[src/asc_pkg.sv]
package asc_pkg;
	localparam logic [2:0] DEPTH = 3'h4;
	localparam logic [2:0] ADDR_BANK = 3'h2;
	localparam logic [4:0] IDX_DATA0 = 5'h00;
	localparam logic [4:0] IDX_GEN_EN = 5'h01;
	localparam logic [4:0] IDX_LINE_CTL = 5'h03;
	localparam logic [4:0] IDX_MDM_CTL = 5'h04;
	localparam logic [4:0] IDX_LINE_ST = 5'h05;
	localparam logic [4:0] IDX_MDM_ST = 5'h06;
	localparam logic [4:0] IDX_MATCH0 = 5'h07;
	localparam logic [4:0] IDX_DATA1 = 5'h08;
	localparam logic [4:0] IDX_CHFLAG = 5'h09;
	localparam logic [4:0] IDX_TIMER = 5'h0b;
	localparam logic [4:0] IDX_LEVEL = 5'h0c;
	localparam logic [4:0] IDX_RX_CMD = 5'h0d;
	localparam logic [4:0] IDX_TX_CMD = 5'h0e;
	localparam logic [4:0] IDX_INT_CMD = 5'h0f;
	localparam logic [4:0] IDX_FIFO_MODE = 5'h11;
	localparam logic [4:0] IDX_TX_MODE = 5'h13;
	localparam logic [4:0] IDX_INT_MODE = 5'h14;
	localparam logic [4:0] IDX_MATCH1 = 5'h15;
	localparam logic [4:0] IDX_RX_IE = 5'h16;
	localparam logic [4:0] IDX_RX_MODE = 5'h17;
	localparam logic [4:0] IDX_CLK_SRC = 5'h18;
	localparam logic [4:0] IDX_BAUD_A_CFG = 5'h19;
	localparam logic [4:0] IDX_BAUD_B_CFG = 5'h1b;
	localparam logic [4:0] IDX_PIN_MODE = 5'h1c;
	localparam logic [4:0] IDX_MDM_IE = 5'h1d;
	localparam logic [4:0] IDX_TXM_IE = 5'h1e;
	localparam logic [7:0] RV_ZERO = 8'h00;
	localparam logic [7:0] RV_INT_MODE = 8'h0c;
	localparam logic [7:0] RV_RX_IE = 8'h1e;
	localparam logic [7:0] RV_BAUD_A_CFG = 8'h04;
	localparam logic [7:0] RV_BAUD_B_CFG = 8'h84;
	localparam logic [7:0] RV_PIN_MODE = 8'hfc;
	localparam logic [7:0] RV_MDM_IE = 8'h0f;
	localparam logic [7:0] RV_DIV_A_LO = 8'h02;
	localparam logic [7:0] RV_DIV_B_LO = 8'h05;
	localparam logic [7:0] TIMER_ST_RV = 8'h30;
	localparam int LC_LEN = 0;
	localparam int LC_STOP = 2;
	localparam int LC_PAR_EN = 3;
	localparam int LC_PAR_EVEN = 4;
	localparam int LC_LATCH = 7;
	localparam int LS_RX_RDY = 0;
	localparam int LS_OVR = 1;
	localparam int LS_PERR = 2;
	localparam int LS_FERR = 3;
	localparam int LS_TX_EMPTY = 5;
	localparam int LS_TX_IDLE = 6;
	localparam int GS_RX = 0;
	localparam int GS_TX_ROOM = 1;
	localparam int GS_TX_IDLE = 4;
	localparam int GI_NONE = 0;
	localparam int GI_SRC = 1;
	localparam int BANK_POS = 5;
	localparam int MC_DTR = 0;
	localparam int MC_RTS = 1;
	localparam int MC_LOOP = 4;
	localparam int MS_DCTS = 0;
	localparam int MS_CTS = 4;
	localparam int FM_TXD = 0;
	localparam int FM_RXD = 2;
	localparam int TM_FLOW = 0;
	localparam int RM_ADDR = 0;
	localparam int RM_CTRL = 1;
	localparam int CK_TXB = 0;
	localparam int CK_RXB = 1;
	localparam int CMD_FLUSH = 0;
	localparam int GE_RX = 0;
	localparam int GE_TX = 1;
	localparam int GE_LINE = 2;
	localparam int GE_MDM = 3;
	localparam int FL_TX = 0;
	localparam int FL_RX = 4;
	typedef struct packed {
		logic [2:0] addr;
		logic [7:0] data;
	} asc_req_t;
	typedef enum logic {TX_IDLE = 1'b0, TX_SEND = 1'b1} asc_tx_t;
	typedef enum logic [1:0] {
		RX_IDLE = 2'b00, RX_START = 2'b01, RX_DATA = 2'b10, RX_STOP = 2'b11
	} asc_rx_t;
	function automatic logic cfg_kept(input logic [4:0] idx);
		case (idx)
			IDX_GEN_EN, IDX_LINE_CTL, IDX_MDM_CTL, IDX_MATCH0, IDX_FIFO_MODE,
			IDX_TX_MODE, IDX_INT_MODE, IDX_MATCH1, IDX_RX_IE, IDX_RX_MODE,
			IDX_CLK_SRC, IDX_BAUD_A_CFG, IDX_BAUD_B_CFG, IDX_PIN_MODE,
			IDX_MDM_IE, IDX_TXM_IE: cfg_kept = 1'b1;
			default: cfg_kept = 1'b0;
		endcase
	endfunction
	function automatic logic [7:0] cfg_reset(input logic [4:0] idx);
		case (idx)
			IDX_INT_MODE: cfg_reset = RV_INT_MODE;
			IDX_RX_IE: cfg_reset = RV_RX_IE;
			IDX_BAUD_A_CFG: cfg_reset = RV_BAUD_A_CFG;
			IDX_BAUD_B_CFG: cfg_reset = RV_BAUD_B_CFG;
			IDX_PIN_MODE: cfg_reset = RV_PIN_MODE;
			IDX_MDM_IE: cfg_reset = RV_MDM_IE;
			default: cfg_reset = RV_ZERO;
		endcase
	endfunction
endpackage

[src/asc_top.sv]
`timescale 1ns/100ps
module asc_top (
	// Clock and reset
	input wire logic core_clk,
	input wire logic nrst,
	// Host port
	input wire logic chip_select_low,
	input wire logic read_strobe_low,
	input wire logic write_strobe_low,
	input wire logic [2:0] register_address_lines,
	input wire logic [7:0] host_data_lines_in,
	output logic [7:0] host_data_lines_out,
	output logic host_data_lines_oe_low,
	output logic int_out,
	// Serial and modem pins
	input wire logic serial_in,
	output logic serial_out,
	input wire logic cts_low,
	output logic rts_low,
	output logic dtr_low
);
	logic rd_act_ff, wr_act_ff, wr_act, rd_start, wr_done;
	asc_pkg::asc_req_t wreq_ff;
	logic [1:0] bank_ff;
	logic [4:0] widx, ridx, wsel;
	logic [7:0] cfg [32];
	logic [7:0] div_ff [4];
	logic [7:0] rdata, gir, lc, fm;
	logic [2:0] tx_flags_ff;
	logic latch, wdiv, rdiv;
	logic push [2], pop [2], flush [2];
	logic [10:0] fin [2], fout [2];
	logic [2:0] fcnt [2];
	logic full [2];
	logic tick [2];
	logic [3:0] rs_ff;
	logic [3:0] rs_set;
	logic cts_ff, dcts_ff, dcts_clr;
	logic [3:0] src;

	assign wr_act = ~chip_select_low & ~write_strobe_low;
	assign rd_start = ~chip_select_low & ~read_strobe_low & ~rd_act_ff;
	// Commit at the trailing edge so data setup up to strobe release holds
	assign wr_done = wr_act_ff & ~wr_act;
	assign widx = {bank_ff, wreq_ff.addr};
	assign ridx = {bank_ff, register_address_lines};
	assign lc = cfg[asc_pkg::IDX_LINE_CTL];
	assign fm = cfg[asc_pkg::IDX_FIFO_MODE];
	assign latch = lc[asc_pkg::LC_LATCH];

	function automatic logic is_div(input logic [4:0] idx, input logic lb);
		is_div = lb & (idx[4:3] == 2'b00 || idx[4:3] == 2'b11) & (idx[2:1] == 2'b00);
	endfunction
	assign wdiv = is_div(widx, latch);
	assign rdiv = is_div(ridx, latch);
	// Modem control is also reachable, write only, from bank 01
	assign wsel = (widx == asc_pkg::IDX_LEVEL) ? asc_pkg::IDX_MDM_CTL : widx;

	always_ff @(posedge core_clk or negedge nrst) begin
		if (!nrst) begin
			rd_act_ff <= 1'b0;
			wr_act_ff <= 1'b0;
			wreq_ff <= '0;
		end else begin
			rd_act_ff <= ~chip_select_low & ~read_strobe_low;
			wr_act_ff <= wr_act;
			if (wr_act) begin
				wreq_ff <= {register_address_lines, host_data_lines_in};
			end
		end
	end

	always_ff @(posedge core_clk or negedge nrst) begin
		if (!nrst) begin
			bank_ff <= 2'b00;
			tx_flags_ff <= 3'h0;
		end else if (wr_done) begin
			if (wreq_ff.addr == asc_pkg::ADDR_BANK) begin
				bank_ff <= wreq_ff.data[asc_pkg::BANK_POS +: 2];
			end
			if (widx == asc_pkg::IDX_CHFLAG) begin
				tx_flags_ff <= wreq_ff.data[2:0];
			end
		end
	end

	// Stored settings; status, data and command addresses hold nothing here
	for (genvar i = 0; i < 32; i++) begin : g_cfg
		if (asc_pkg::cfg_kept(5'(i))) begin : g_kept
			logic [7:0] q_ff;
			always_ff @(posedge core_clk or negedge nrst) begin
				if (!nrst) begin
					q_ff <= asc_pkg::cfg_reset(5'(i));
				end else if (wr_done && !wdiv && wsel == 5'(i)
						&& wreq_ff.addr != asc_pkg::ADDR_BANK) begin
					q_ff <= wreq_ff.data;
				end
			end
			assign cfg[i] = q_ff;
		end else begin : g_none
			assign cfg[i] = 8'h00;
		end
	end

	// Divisors: 0/1 = A low/high in bank 00, 2/3 = B low/high in bank 11
	for (genvar i = 0; i < 4; i++) begin : g_div
		always_ff @(posedge core_clk or negedge nrst) begin
			if (!nrst) begin
				div_ff[i] <= (i == 0) ? asc_pkg::RV_DIV_A_LO :
					(i == 2) ? asc_pkg::RV_DIV_B_LO : asc_pkg::RV_ZERO;
			end else if (wr_done && wdiv && {widx[4], widx[0]} == 2'(i)) begin
				div_ff[i] <= wreq_ff.data;
			end
		end
	end

	// Baud generators give one 16x tick each time the divisor is counted out
	for (genvar g = 0; g < 2; g++) begin : g_baud
		logic [15:0] cnt_ff, lim;
		assign lim = ({div_ff[2*g+1], div_ff[2*g]} == 16'h0000) ? 16'h0000 :
			{div_ff[2*g+1], div_ff[2*g]} - 16'h0001;
		assign tick[g] = (cnt_ff >= lim);
		always_ff @(posedge core_clk or negedge nrst) begin
			if (!nrst) begin
				cnt_ff <= 16'h0000;
			end else begin
				cnt_ff <= tick[g] ? 16'h0000 : cnt_ff + 16'h0001;
			end
		end
	end

	// Queue 0 sends, queue 1 receives; depth limits the count, not the pointers
	for (genvar c = 0; c < 2; c++) begin : g_fifo
		logic [10:0] mem [4];
		logic [1:0] wp_ff, rp_ff;
		logic [2:0] cnt_ff, depth;
		logic do_push, do_pop;
		assign depth = {1'b0, fm[2*c +: 2]} + 3'h1;
		assign full[c] = (cnt_ff >= depth);
		assign do_push = push[c] & ~full[c];
		assign do_pop = pop[c] & (cnt_ff != 3'h0);
		assign fout[c] = mem[rp_ff];
		assign fcnt[c] = cnt_ff;
		always_ff @(posedge core_clk) begin
			if (do_push) begin
				mem[wp_ff] <= fin[c];
			end
		end
		always_ff @(posedge core_clk or negedge nrst) begin
			if (!nrst) begin
				wp_ff <= 2'b00;
				rp_ff <= 2'b00;
				cnt_ff <= 3'h0;
			end else if (flush[c]) begin
				wp_ff <= 2'b00;
				rp_ff <= 2'b00;
				cnt_ff <= 3'h0;
			end else begin
				wp_ff <= wp_ff + {1'b0, do_push};
				rp_ff <= rp_ff + {1'b0, do_pop};
				cnt_ff <= cnt_ff + {2'b00, do_push} - {2'b00, do_pop};
			end
		end
	end

	// Host side of the queues and the command strobes
	assign push[0] = wr_done && ((widx == asc_pkg::IDX_DATA0 && !wdiv)
		|| widx == asc_pkg::IDX_DATA1);
	assign fin[0] = {tx_flags_ff, wreq_ff.data};
	assign pop[1] = rd_start && ((ridx == asc_pkg::IDX_DATA0 && !rdiv)
		|| ridx == asc_pkg::IDX_DATA1);
	assign flush[0] = wr_done && wreq_ff.data[asc_pkg::CMD_FLUSH]
		&& (widx == asc_pkg::IDX_TX_CMD || widx == asc_pkg::IDX_INT_CMD);
	assign flush[1] = wr_done && wreq_ff.data[asc_pkg::CMD_FLUSH]
		&& (widx == asc_pkg::IDX_RX_CMD || widx == asc_pkg::IDX_INT_CMD);

	// Frame format shared by both engines
	logic [3:0] nb, nd, flen;
	logic [7:0] dmask;
	logic pen, podd;
	assign nb = 4'h5 + {2'b00, lc[asc_pkg::LC_LEN +: 2]};
	assign pen = lc[asc_pkg::LC_PAR_EN];
	assign podd = ~lc[asc_pkg::LC_PAR_EVEN];
	assign nd = nb + {3'b000, pen};
	assign flen = nd + 4'h1 + {3'b000, lc[asc_pkg::LC_STOP]};
	assign dmask = 8'hff >> (4'h8 - nb);

	function automatic logic [11:0] frame_of(input logic [7:0] d, input logic [3:0] n,
			input logic pe, input logic p);
		logic [11:0] f;
		f = 12'hfff;
		f[0] = 1'b0;
		for (int i = 0; i < 8; i++) begin
			if (i < int'(n)) f[i+1] = d[i];
		end
		if (pe) f[n+1] = p;
		return f;
	endfunction

	// Transmit engine
	asc_pkg::asc_tx_t tx_st_ff;
	logic [11:0] sh_ff;
	logic [3:0] tbit_ff, tsub_ff;
	logic tx_tick, txd_ff, tx_go;
	logic [7:0] tdat;
	assign tx_tick = cfg[asc_pkg::IDX_CLK_SRC][asc_pkg::CK_TXB] ? tick[1] : tick[0];
	// Waiting for clear-to-send holds the queue, so back-pressure reaches the host
	assign tx_go = (fcnt[0] != 3'h0) && (!cfg[asc_pkg::IDX_TX_MODE][asc_pkg::TM_FLOW]
		|| !cts_low);
	assign pop[0] = (tx_st_ff == asc_pkg::TX_IDLE) && tx_go;
	assign tdat = fout[0][7:0] & dmask;
	always_ff @(posedge core_clk or negedge nrst) begin
		if (!nrst) begin
			tx_st_ff <= asc_pkg::TX_IDLE;
			sh_ff <= 12'hfff;
			tbit_ff <= 4'h0;
			tsub_ff <= 4'h0;
			txd_ff <= 1'b1;
		end else begin
			case (tx_st_ff)
				asc_pkg::TX_IDLE: begin
					if (tx_go) begin
						sh_ff <= frame_of(tdat, nb, pen, ^tdat ^ podd);
						tbit_ff <= flen;
						tsub_ff <= 4'h0;
						txd_ff <= 1'b0;
						tx_st_ff <= asc_pkg::TX_SEND;
					end
				end
				asc_pkg::TX_SEND: begin
					if (tx_tick) begin
						tsub_ff <= tsub_ff + 4'h1;
						if (tsub_ff == 4'hf) begin
							if (tbit_ff == 4'h0) begin
								txd_ff <= 1'b1;
								tx_st_ff <= asc_pkg::TX_IDLE;
							end else begin
								sh_ff <= {1'b1, sh_ff[11:1]};
								txd_ff <= sh_ff[1];
								tbit_ff <= tbit_ff - 4'h1;
							end
						end
					end
				end
				default: tx_st_ff <= asc_pkg::TX_IDLE;
			endcase
		end
	end

	// Receive engine, mid-bit sampling on the 16x tick
	asc_pkg::asc_rx_t rx_st_ff;
	logic [8:0] rsh_ff, algn;
	logic [3:0] rbit_ff, rsub_ff;
	logic rx_tick, rx_in, rx_done, perr, accept, ctrl;
	logic [7:0] rdat, m0, m1;
	assign rx_tick = cfg[asc_pkg::IDX_CLK_SRC][asc_pkg::CK_RXB] ? tick[1] : tick[0];
	assign rx_in = cfg[asc_pkg::IDX_MDM_CTL][asc_pkg::MC_LOOP] ? txd_ff : serial_in;
	assign algn = rsh_ff >> (4'h9 - nd);
	assign rdat = algn[7:0] & dmask;
	assign perr = pen & (algn[nb] != (^rdat ^ podd));
	assign m0 = cfg[asc_pkg::IDX_MATCH0];
	assign m1 = cfg[asc_pkg::IDX_MATCH1];
	assign accept = !cfg[asc_pkg::IDX_RX_MODE][asc_pkg::RM_ADDR]
		|| rdat == m0 || rdat == m1;
	assign ctrl = cfg[asc_pkg::IDX_RX_MODE][asc_pkg::RM_CTRL] && rdat == m0;
	assign rx_done = (rx_st_ff == asc_pkg::RX_STOP) && rx_tick && rsub_ff == 4'hf;
	assign push[1] = rx_done && accept;
	assign fin[1] = {perr, !rx_in, ctrl, rdat};
	always_ff @(posedge core_clk or negedge nrst) begin
		if (!nrst) begin
			rx_st_ff <= asc_pkg::RX_IDLE;
			rsh_ff <= 9'h000;
			rbit_ff <= 4'h0;
			rsub_ff <= 4'h0;
		end else begin
			case (rx_st_ff)
				asc_pkg::RX_IDLE: begin
					rsub_ff <= 4'h0;
					if (!rx_in) rx_st_ff <= asc_pkg::RX_START;
				end
				asc_pkg::RX_START: begin
					if (rx_tick) begin
						rsub_ff <= rsub_ff + 4'h1;
						if (rsub_ff == 4'h7) begin
							// A start bit gone high by mid-bit is a glitch
							rx_st_ff <= rx_in ? asc_pkg::RX_IDLE : asc_pkg::RX_DATA;
							rsub_ff <= 4'h0;
							rbit_ff <= 4'h0;
						end
					end
				end
				asc_pkg::RX_DATA: begin
					if (rx_tick) begin
						rsub_ff <= rsub_ff + 4'h1;
						if (rsub_ff == 4'hf) begin
							rsh_ff <= {rx_in, rsh_ff[8:1]};
							rbit_ff <= rbit_ff + 4'h1;
							if (rbit_ff == nd - 4'h1) rx_st_ff <= asc_pkg::RX_STOP;
						end
					end
				end
				asc_pkg::RX_STOP: begin
					if (rx_tick) begin
						rsub_ff <= rsub_ff + 4'h1;
						if (rsub_ff == 4'hf) rx_st_ff <= asc_pkg::RX_IDLE;
					end
				end
				default: rx_st_ff <= asc_pkg::RX_IDLE;
			endcase
		end
	end

	// Sticky receive status: 0 control char, 1 framing, 2 parity, 3 overrun
	assign rs_set = {rx_done & accept & full[1], rx_done & perr, rx_done & !rx_in,
		push[1] & ctrl};
	always_ff @(posedge core_clk or negedge nrst) begin
		if (!nrst) begin
			rs_ff <= 4'h0;
		end else if (rd_start && ridx == asc_pkg::IDX_RX_CMD) begin
			rs_ff <= rs_set; // Set wins over the read clear
		end else begin
			rs_ff <= rs_ff | rs_set;
		end
	end

	assign dcts_clr = (rd_start && (ridx == asc_pkg::IDX_MDM_ST || ridx == asc_pkg::IDX_TX_CMD))
		|| (wr_done && widx == asc_pkg::IDX_MDM_ST);
	always_ff @(posedge core_clk or negedge nrst) begin
		if (!nrst) begin
			cts_ff <= 1'b0;
			dcts_ff <= 1'b0;
		end else begin
			cts_ff <= ~cts_low;
			dcts_ff <= (~cts_low != cts_ff) | (dcts_ff & ~dcts_clr);
		end
	end

	// Priority line, receive, transmit, modem
	assign src = {dcts_ff & cfg[asc_pkg::IDX_GEN_EN][asc_pkg::GE_MDM],
		(fcnt[0] == 3'h0) & cfg[asc_pkg::IDX_GEN_EN][asc_pkg::GE_TX],
		(fcnt[1] != 3'h0) & cfg[asc_pkg::IDX_GEN_EN][asc_pkg::GE_RX],
		(|rs_ff[3:1]) & cfg[asc_pkg::IDX_GEN_EN][asc_pkg::GE_LINE]};
	always_comb begin
		gir = 8'h00;
		gir[asc_pkg::GI_NONE] = ~|src;
		gir[asc_pkg::GI_SRC +: 2] = src[0] ? 2'd0 : src[1] ? 2'd1 : src[2] ? 2'd2 : 2'd3;
		if (~|src) gir[asc_pkg::GI_SRC +: 2] = 2'd0;
		gir[asc_pkg::BANK_POS +: 2] = bank_ff;
	end

	// Read decode; bank 00 alone matches the older single-bank layout
	always_comb begin
		rdata = cfg[ridx];
		if (register_address_lines == asc_pkg::ADDR_BANK) begin
			rdata = gir;
		end else if (rdiv) begin
			rdata = div_ff[{ridx[4], ridx[0]}];
		end else begin
			case (ridx)
				asc_pkg::IDX_DATA0, asc_pkg::IDX_DATA1: rdata = fout[1][7:0];
				asc_pkg::IDX_CHFLAG: rdata = {5'h00, fout[1][10:8]};
				asc_pkg::IDX_LINE_ST: begin
					rdata = 8'h00;
					rdata[asc_pkg::LS_RX_RDY] = (fcnt[1] != 3'h0);
					rdata[asc_pkg::LS_OVR] = rs_ff[3];
					rdata[asc_pkg::LS_PERR] = rs_ff[2];
					rdata[asc_pkg::LS_FERR] = rs_ff[1];
					rdata[asc_pkg::LS_TX_EMPTY] = (fcnt[0] == 3'h0);
					rdata[asc_pkg::LS_TX_IDLE] = (tx_st_ff == asc_pkg::TX_IDLE);
				end
				asc_pkg::IDX_MDM_ST, asc_pkg::IDX_TX_CMD: begin
					rdata = 8'h00;
					rdata[asc_pkg::MS_DCTS] = dcts_ff;
					rdata[asc_pkg::MS_CTS] = cts_ff;
				end
				asc_pkg::IDX_TIMER: rdata = asc_pkg::TIMER_ST_RV;
				asc_pkg::IDX_LEVEL: begin
					rdata = 8'h00;
					rdata[asc_pkg::FL_TX +: 3] = fcnt[0];
					rdata[asc_pkg::FL_RX +: 3] = fcnt[1];
				end
				asc_pkg::IDX_RX_CMD: rdata = {4'h0, rs_ff};
				asc_pkg::IDX_INT_CMD: begin
					rdata = 8'h00;
					rdata[asc_pkg::GS_RX] = (fcnt[1] != 3'h0);
					rdata[asc_pkg::GS_TX_ROOM] = ~full[0];
					rdata[asc_pkg::GS_TX_IDLE] = (tx_st_ff == asc_pkg::TX_IDLE);
				end
				default: rdata = cfg[ridx];
			endcase
		end
	end

	always_ff @(posedge core_clk or negedge nrst) begin
		if (!nrst) begin
			host_data_lines_out <= 8'h00;
			host_data_lines_oe_low <= 1'b1;
			int_out <= 1'b0;
			serial_out <= 1'b1;
			rts_low <= 1'b1;
			dtr_low <= 1'b1;
		end else begin
			if (rd_start) host_data_lines_out <= rdata;
			host_data_lines_oe_low <= chip_select_low | read_strobe_low;
			int_out <= |src;
			serial_out <= txd_ff;
			rts_low <= ~cfg[asc_pkg::IDX_MDM_CTL][asc_pkg::MC_RTS];
			dtr_low <= ~cfg[asc_pkg::IDX_MDM_CTL][asc_pkg::MC_DTR];
		end
	end
endmodule

[config.mk]
export PLATFORM = sky130hd
export DESIGN_NAME = asc_top
export DESIGN_NICKNAME = d
export VERILOG_FILES = /design/src/asc_pkg.sv /design/src/asc_top.sv
export SDC_FILE = /design/constraint.sdc
export NUM_CORES = 1
export LEC_CHECK = 0
export ABC_AREA = 1
export BUFFER_PORTS_ARGS = -buffer_cell sky130_fd_sc_hd__buf_2
export CORE_ASPECT_RATIO = 0.75
export CORE_MARGIN = 2
export CORE_UTILIZATION = 36
export CTS_BUF_LIST = sky130_fd_sc_hd__clkbuf_4 sky130_fd_sc_hd__clkbuf_8
export CTS_CLUSTER_SIZE = 20
export DETAILED_ROUTE_END_ITERATION = 16
export PLACE_DENSITY = 0.48
export SKIP_CTS_REPAIR_TIMING = 1
export SLEW_MARGIN = 20
export SYNTH_ARGS = -nofsm -noshare
export SYNTH_HDL_FRONTEND = slang
export SYNTH_SLANG_ARGS = --single-unit
[constraint.sdc]
create_clock -name core_clk -period 6.32 [get_ports core_clk]
set_clock_uncertainty 0.05 [all_clocks]
set_input_delay 0.632 -clock core_clk [delete_from_list [all_inputs] [get_ports core_clk]]
set_output_delay 0.632 -clock core_clk [all_outputs]
set_load 0.01 [all_outputs]
# After elaboration in Yosys (flattened, before gate mapping)
# Memories as Yosys holds them, arrays and structs flattened.
# Cells that the tools add are included.
# totals
regBits,284
wordCells,412
ramBits,88
input_bits,18
mem_count,2
out_inout_bits,13
# memory_table
memory,words,width,rd,rd_clocked_by_memory_dff,wr,line_no,source
g_fifo[0].mem,4,11,1,0,1,asc_top.sv:134,logic [10:0] mem [4];
g_fifo[1].mem,4,11,1,0,1,asc_top.sv:134,
# op_classes
order_cmp,17
n_shift,2
n_reduce_logical,102
addsub,26
mux,104
bitwise,44
eq_ne,63
# op_table
cell,n
$eq A5 B4 Y1 const B,13
$mux W16,4
$pmux W8 S8,1
$eq A5 B5 Y1 const B,12
$mux W12,5
$mux W4,14
$logic_and A1 B1 Y1,55
$mux W8,6
$mux W1,42
$bmux W8 S5,1
$add A16 B1 Y16 const B,2
$ge A16 B16 Y1,2
$logic_not A16 Y1,2
$mux W2,16
$sub A16 B1 Y16 const B,2
$eq A5 B3 Y1 const B,5
$pmux W12 S2,1
$pmux W4 S2,3
$and A1 B1 Y1,22
$ne A2 B2 Y1 const B,9
$add A4 B1 Y4 const B,4
$and A8 B8 Y8,2
$bmux W8 S2,1
$eq A8 B8 Y1,2
62 further kinds,132

# Depth between registers and ports, before layout
# depth
word_depth,13
depth_mapped,27
ltp_nobuf,26

# Worst setup path before layout
# No wires, ideal clock.
# synth_path
kind,flip-flop to flip-flop
startpoint,register g_cfg[3].g_kept.q_ff[0]
endpoint,register g_fifo[1].cnt_ff[2]
stages_incl_launch_ff,26
t_required_ps,6138
setup_time_ps,132
t_arrival_ps,4225
path_buffers,2
period_less_slack_ps,4406
slack_ps,1914
cell_sequence,dfrtp_1 > inv_1 > ha_1 > fa_1 > buf_2 > inv_1 > buf_4 > ha_1 > nand2_1 > nand2_1 > inv_1 > nand2_1 > nor2_1 > nand2_1 > xor2_1 > nand2_1 > nor2_1 > nand2_1 > nand3_2 > nand3_2 > ha_1 > inv_1 > ha_1 > fa_1 > xnor2_1 > nor2_1
# synth_via
elab_chain_cells,13
elab_cells_between_ends,16
cone_classes,6 x add/sub; 2 x eq/ne; 2 x shift; 1 x mux; 2 x bitwise; 3 x reduce/logical
# synth_lines
item,line_no,source
"start, declared",asc_top.sv:90,logic [7:0] q_ff;
"start signal, assigned",asc_top.sv:93,q_ff <= asc_pkg::cfg_reset(5'(i));
"start signal, assigned",asc_top.sv:96,q_ff <= wreq_ff.data;
$add A3 B2 Y4 *,asc_top.sv:181,"assign nb = 4'h5 + {2'b00, lc[asc_pkg::LC_LEN +: 2]};"
$add A4 B1 Y4,asc_top.sv:184,"assign nd = nb + {3'b000, pen};"
$sub A4 B4 Y4,asc_top.sv:258,assign algn = rsh_ff >> (4'h9 - nd);
$shr A9 B4 Y9,asc_top.sv:258,
$and A8 B8 Y8 *,asc_top.sv:259,assign rdat = algn[7:0] & dmask;
$eq A8 B8 Y1,asc_top.sv:264,|| rdat == m0 || rdat == m1;
$logic_or A1 B1 Y1,asc_top.sv:264,
$logic_or A1 B1 Y1 *,asc_top.sv:264,
$logic_and A1 B1 Y1 *,asc_top.sv:267,assign push[1] = rx_done && accept;
$and A1 B1 Y1 *,asc_top.sv:140,assign do_push = push[c] & ~full[c];
$add A3 B1 Y3 *,asc_top.sv:161,"cnt_ff <= cnt_ff + {2'b00, do_push} - {2'b00, do_pop};"
$sub A3 B1 Y3 *,asc_top.sv:161,
$mux W3 *,asc_top.sv:154,end else if (flush[c]) begin
"end signal, assigned",asc_top.sv:161,
"end, declared",asc_top.sv:136,"logic [2:0] cnt_ff, depth;"
# Mark *: on every way between the ends. The rest lies on a longest branch, timed or not.
# A chain may end at the register's enable or synchronous reset.

# Worst setup path after layout
# layout_path
startpoint,register div_ff[10] in the netlist's numbering
endpoint,register g_fifo[1].cnt_ff[2]
# layout_via
elab_chain_cells,11
elab_cells_between_ends,12
cone_classes,3 x add/sub; 1 x order compare; 3 x mux; 1 x bitwise; 4 x reduce/logical
# layout_lines
item,line_no,source
"start, declared",asc_top.sv:27,logic [7:0] div_ff [4];
"start signal, assigned by index",asc_top.sv:109,div_ff[i] <= (i == 0) ? asc_pkg::RV_DIV_A_LO :
"start signal, assigned by index",asc_top.sv:112,div_ff[i] <= wreq_ff.data;
$sub A16 B1 Y16 / $logic_not A16 Y1 (equally long branches),"asc_top.sv:121, asc_top.sv:120",
$mux W16 *,asc_top.sv:120,"assign lim = ({div_ff[2*g+1], div_ff[2*g]} == 16'h0000) ? 16'h0000 :"
$ge A16 B16 Y1 *,asc_top.sv:122,assign tick[g] = (cnt_ff >= lim);
$mux W1 *,asc_top.sv:256,assign rx_tick = cfg[asc_pkg::IDX_CLK_SRC][asc_pkg::CK_RXB] ? tick[1] : tick[0];
$logic_and A1 B1 Y1 * (2 in a row),asc_top.sv:266,assign rx_done = (rx_st_ff == asc_pkg::RX_STOP) && rx_tick && rsub_ff == 4'hf;
$logic_and A1 B1 Y1 *,asc_top.sv:267,
$and A1 B1 Y1 *,asc_top.sv:140,
$add A3 B1 Y3 *,asc_top.sv:161,
$sub A3 B1 Y3 *,asc_top.sv:161,
$mux W3 *,asc_top.sv:154,
# Marked as above.

==> impl_metrics.toml <==
[finish]
finalNonFillerCells = 3170
drive_above_1_share_pct = 10.0
diodes = 0
area_delta_synth_final_pct = 10.9
n_fill_cell = 5463
nNetsFinal = 2502

[cts]
h-tree-depth = 2
clk_pin_slew_worst_paths_ns = 0.07
clk_latency_ns = 0.66
cts_tree = "yes"
clock-root-buffer = "clkbuf_8"
cts_sinks = 356
numCtsBuffers = 61
clockBufferDepth = 3

[floorplanning]
top_level_ports = 31
start_util_pct = 36.6
dieWidth_um = 273
die_h_um = 205
core_sq_um = 53200
die-area_sq_um = 56000
num_rows = 73

[timing]
fin_tns_setup_ns = 0
whs_ns = 0.0128
slew_headroom_pct = 27.8
min_period_ns = 5.51
worst_slack_ns = 0.810
finalHoldViolations = 0
worst_pin_slew_ns = 1.08
slew_violations = 0
finalSetupViolations = 0
rsz0062_at_grt = "false"
clock.fmax_mhz = 181
period_share_pct = 87.2

[detailed_routing]
routed_wl_mm = 60.6
drc = 0
post_drt_wl_per_cell_um = 19.1
viasPerCell = 5.18
detailroute.via_count = 16423
drt-initial-drc-count = 1525
route.antenna.remaining_nets = 0
firstDrtPassIters = 6

[yosys]
synth_seq_area_share_pct = 47.9
synth_commonest_cells = "677 x nand2_1, 273 x o21ai_0, 242 x dfrtp_1"
synth_ff_type = "dfrtp_1"
async_flop_share_pct = 78.7
ys_top_cells_by_area = "dfrtp_1 31%, nand2_1 13%, edfxtp_1 12%"
synth_cell_types = 53
synth.most_common_cell = "nand2_1"
yosys_warnings = 0
synth_nets = 2479
netlist_area_sq_um = 19500
synth_seq_cells = 356
synthDominantCellAreaShare_pct = 31.1
synth_top_area_cell = "dfrtp_1"
synth_edf_count = 76
syn_inst = 2385
avgSynthCellArea_sq_um = 8.17

[status]
outcome = "finished clean"

[global_routing]
globalRouteOverflowTotal = 0
grt_max_degree = 105
antenna_found_initial = 2
top_usage_layer = "met1"
grt.total_usage_pct = 22.1
grtUsageMet3_pct = 4.53
grt.met1_usage_pct = 35.3
grtUsageMet2_pct = 29.5
grt_pass1_wl_mm = 94.5
grt_pass1_vias = 15455

[worst_setup_path]
cp_data_required_time_ns = 6.76
critical_path_class = "register to register"
critPathCaptureType = "register"
r2r-start = "div_ff[10]"
crit_start = "div_ff[10]"
cp-start-kind = "register"
cp_max_fo = 6
worstPathArrival_ns = 5.95

[pwr]
power_density_nw_per_um2 = 446
p_leak_nw = 9.85
max-vdd-ir-drop_v = 0.000202

[placement]
io_buffers = 30
dp_cells = 3057
place_ws_ns = 0.988
hpwl_mm = 43.3
place.gp.congestion = 0.937

[job]
drv_cap = 0

[hold_path]
hp-class = "input pin to async pin"
## layer usage
layer / routed length [um] / part of all wire, %
met1: 31500 / 52
met2: 23100 / 38
met3: 4590 / 7.6
met4: 1400 / 2.3
met5: 0 / 0
## layout by cell type (no fill, tap or decap), drive strengths merged, types with 73 or more instances in the layout
cell / count
a21oi: 87
dfrtp: 242
clkbuf: 99
ha: 73
nor2: 183
inv: 223
edfxtp: 76
o21ai: 283
nand2: 681
nand3: 160
## path summary, 6_finish.rpt
path	end	slack (ns)	cells past startpoint
max	g_fifo[1].cnt_ff[2]	0.81	24
min	g_baud[0].cnt_ff[1]	0.01	1
max reg2reg	g_fifo[1].cnt_ff[2]	0.81	24
min reg2reg	serial_out	0.35	0
max in group asynchronous	tsub_ff[2]	4.82	2
min in group core_clk	rd_act_ff	0.10	2
## logic make-up after synthesis
family          count (synthesis)  synth area share [%]
simple gates                 1135                  25.5
flops                         356                  47.9
mux                             3                 0.161
compound gates                455                  12.8
buf+inv                       318                  6.72
fa+ha+maj                      76                  5.00
xor+xnor                       42                  1.89
## sequential cells by signal (all words and copies together), names as in the netlist, 2 cells and up, named ones only
name                 count
rs_ff                    4
bank_ff                  2
g_baud.cnt_ff           32
tbit_ff                  4
tsub_ff                  4
rsub_ff                  4
rbit_ff                  4
g_fifo.rp_ff             4
div_ff                  32
g_cfg.g_kept.q_ff      120
fin                      8
sh_ff                   11
rsh_ff                   9
host_data_lines_out      8
g_fifo.wp_ff             4
g_fifo.mem              76
widx                     3
g_fifo.cnt_ff            6
fm                       8
## layout make-up
type                       instances  area [sq um]  area share (%)
multi-input combinational       1711          8830            40.9
timing repair buffer              49           303            1.40
sequential                       356          9340            43.2
inverter                         229           861            3.98
tap                              712           891            4.12
clock buffer                      99          1240            5.76
clock inverter                    14           141           0.654
## metrics by stage
stage                     total power, mW  util [%]  instance area [sq um]
after global placement               7.21      38.0                  20200
after CTS                            9.70      40.6                  21600
after global routing                 10.5      40.6                  21600
final                                9.63      40.6                  21600
after detailed placement             7.29      38.0                  20200
after floorplan                      6.07         -                  19500
## power by group
group	leakage, nW	switching, mW	internal [mW]
Clock	0.741	0.991	1.36
Sequential	4.26	0.399	2.85
Combinational	4.85	2.74	1.29
## critical path, cell delays in order (launching register included)
cell and delay, ns:
dfstp_2 0.40, nor2_1 0.14, inv_1 0.05, nor3_1 0.32
nand2_1 0.15, nor3_1 0.27, nand2_1 0.15, inv_1 0.10
nand4_1 0.10, xnor2_1 0.15, nand2_1 0.07, ha_1 0.30
nand2_1 0.08, nor4_1 0.40, nand2_1 0.16, nand4_1 0.32
nand2_1 0.30, nor2_1 0.50, nand3_2 0.20, ha_1 0.31
inv_1 0.04, ha_1 0.18, fa_1 0.38, xnor2_1 0.16
nor2_1 0.06
Note: power is estimated with default switching activity, not from simulation.
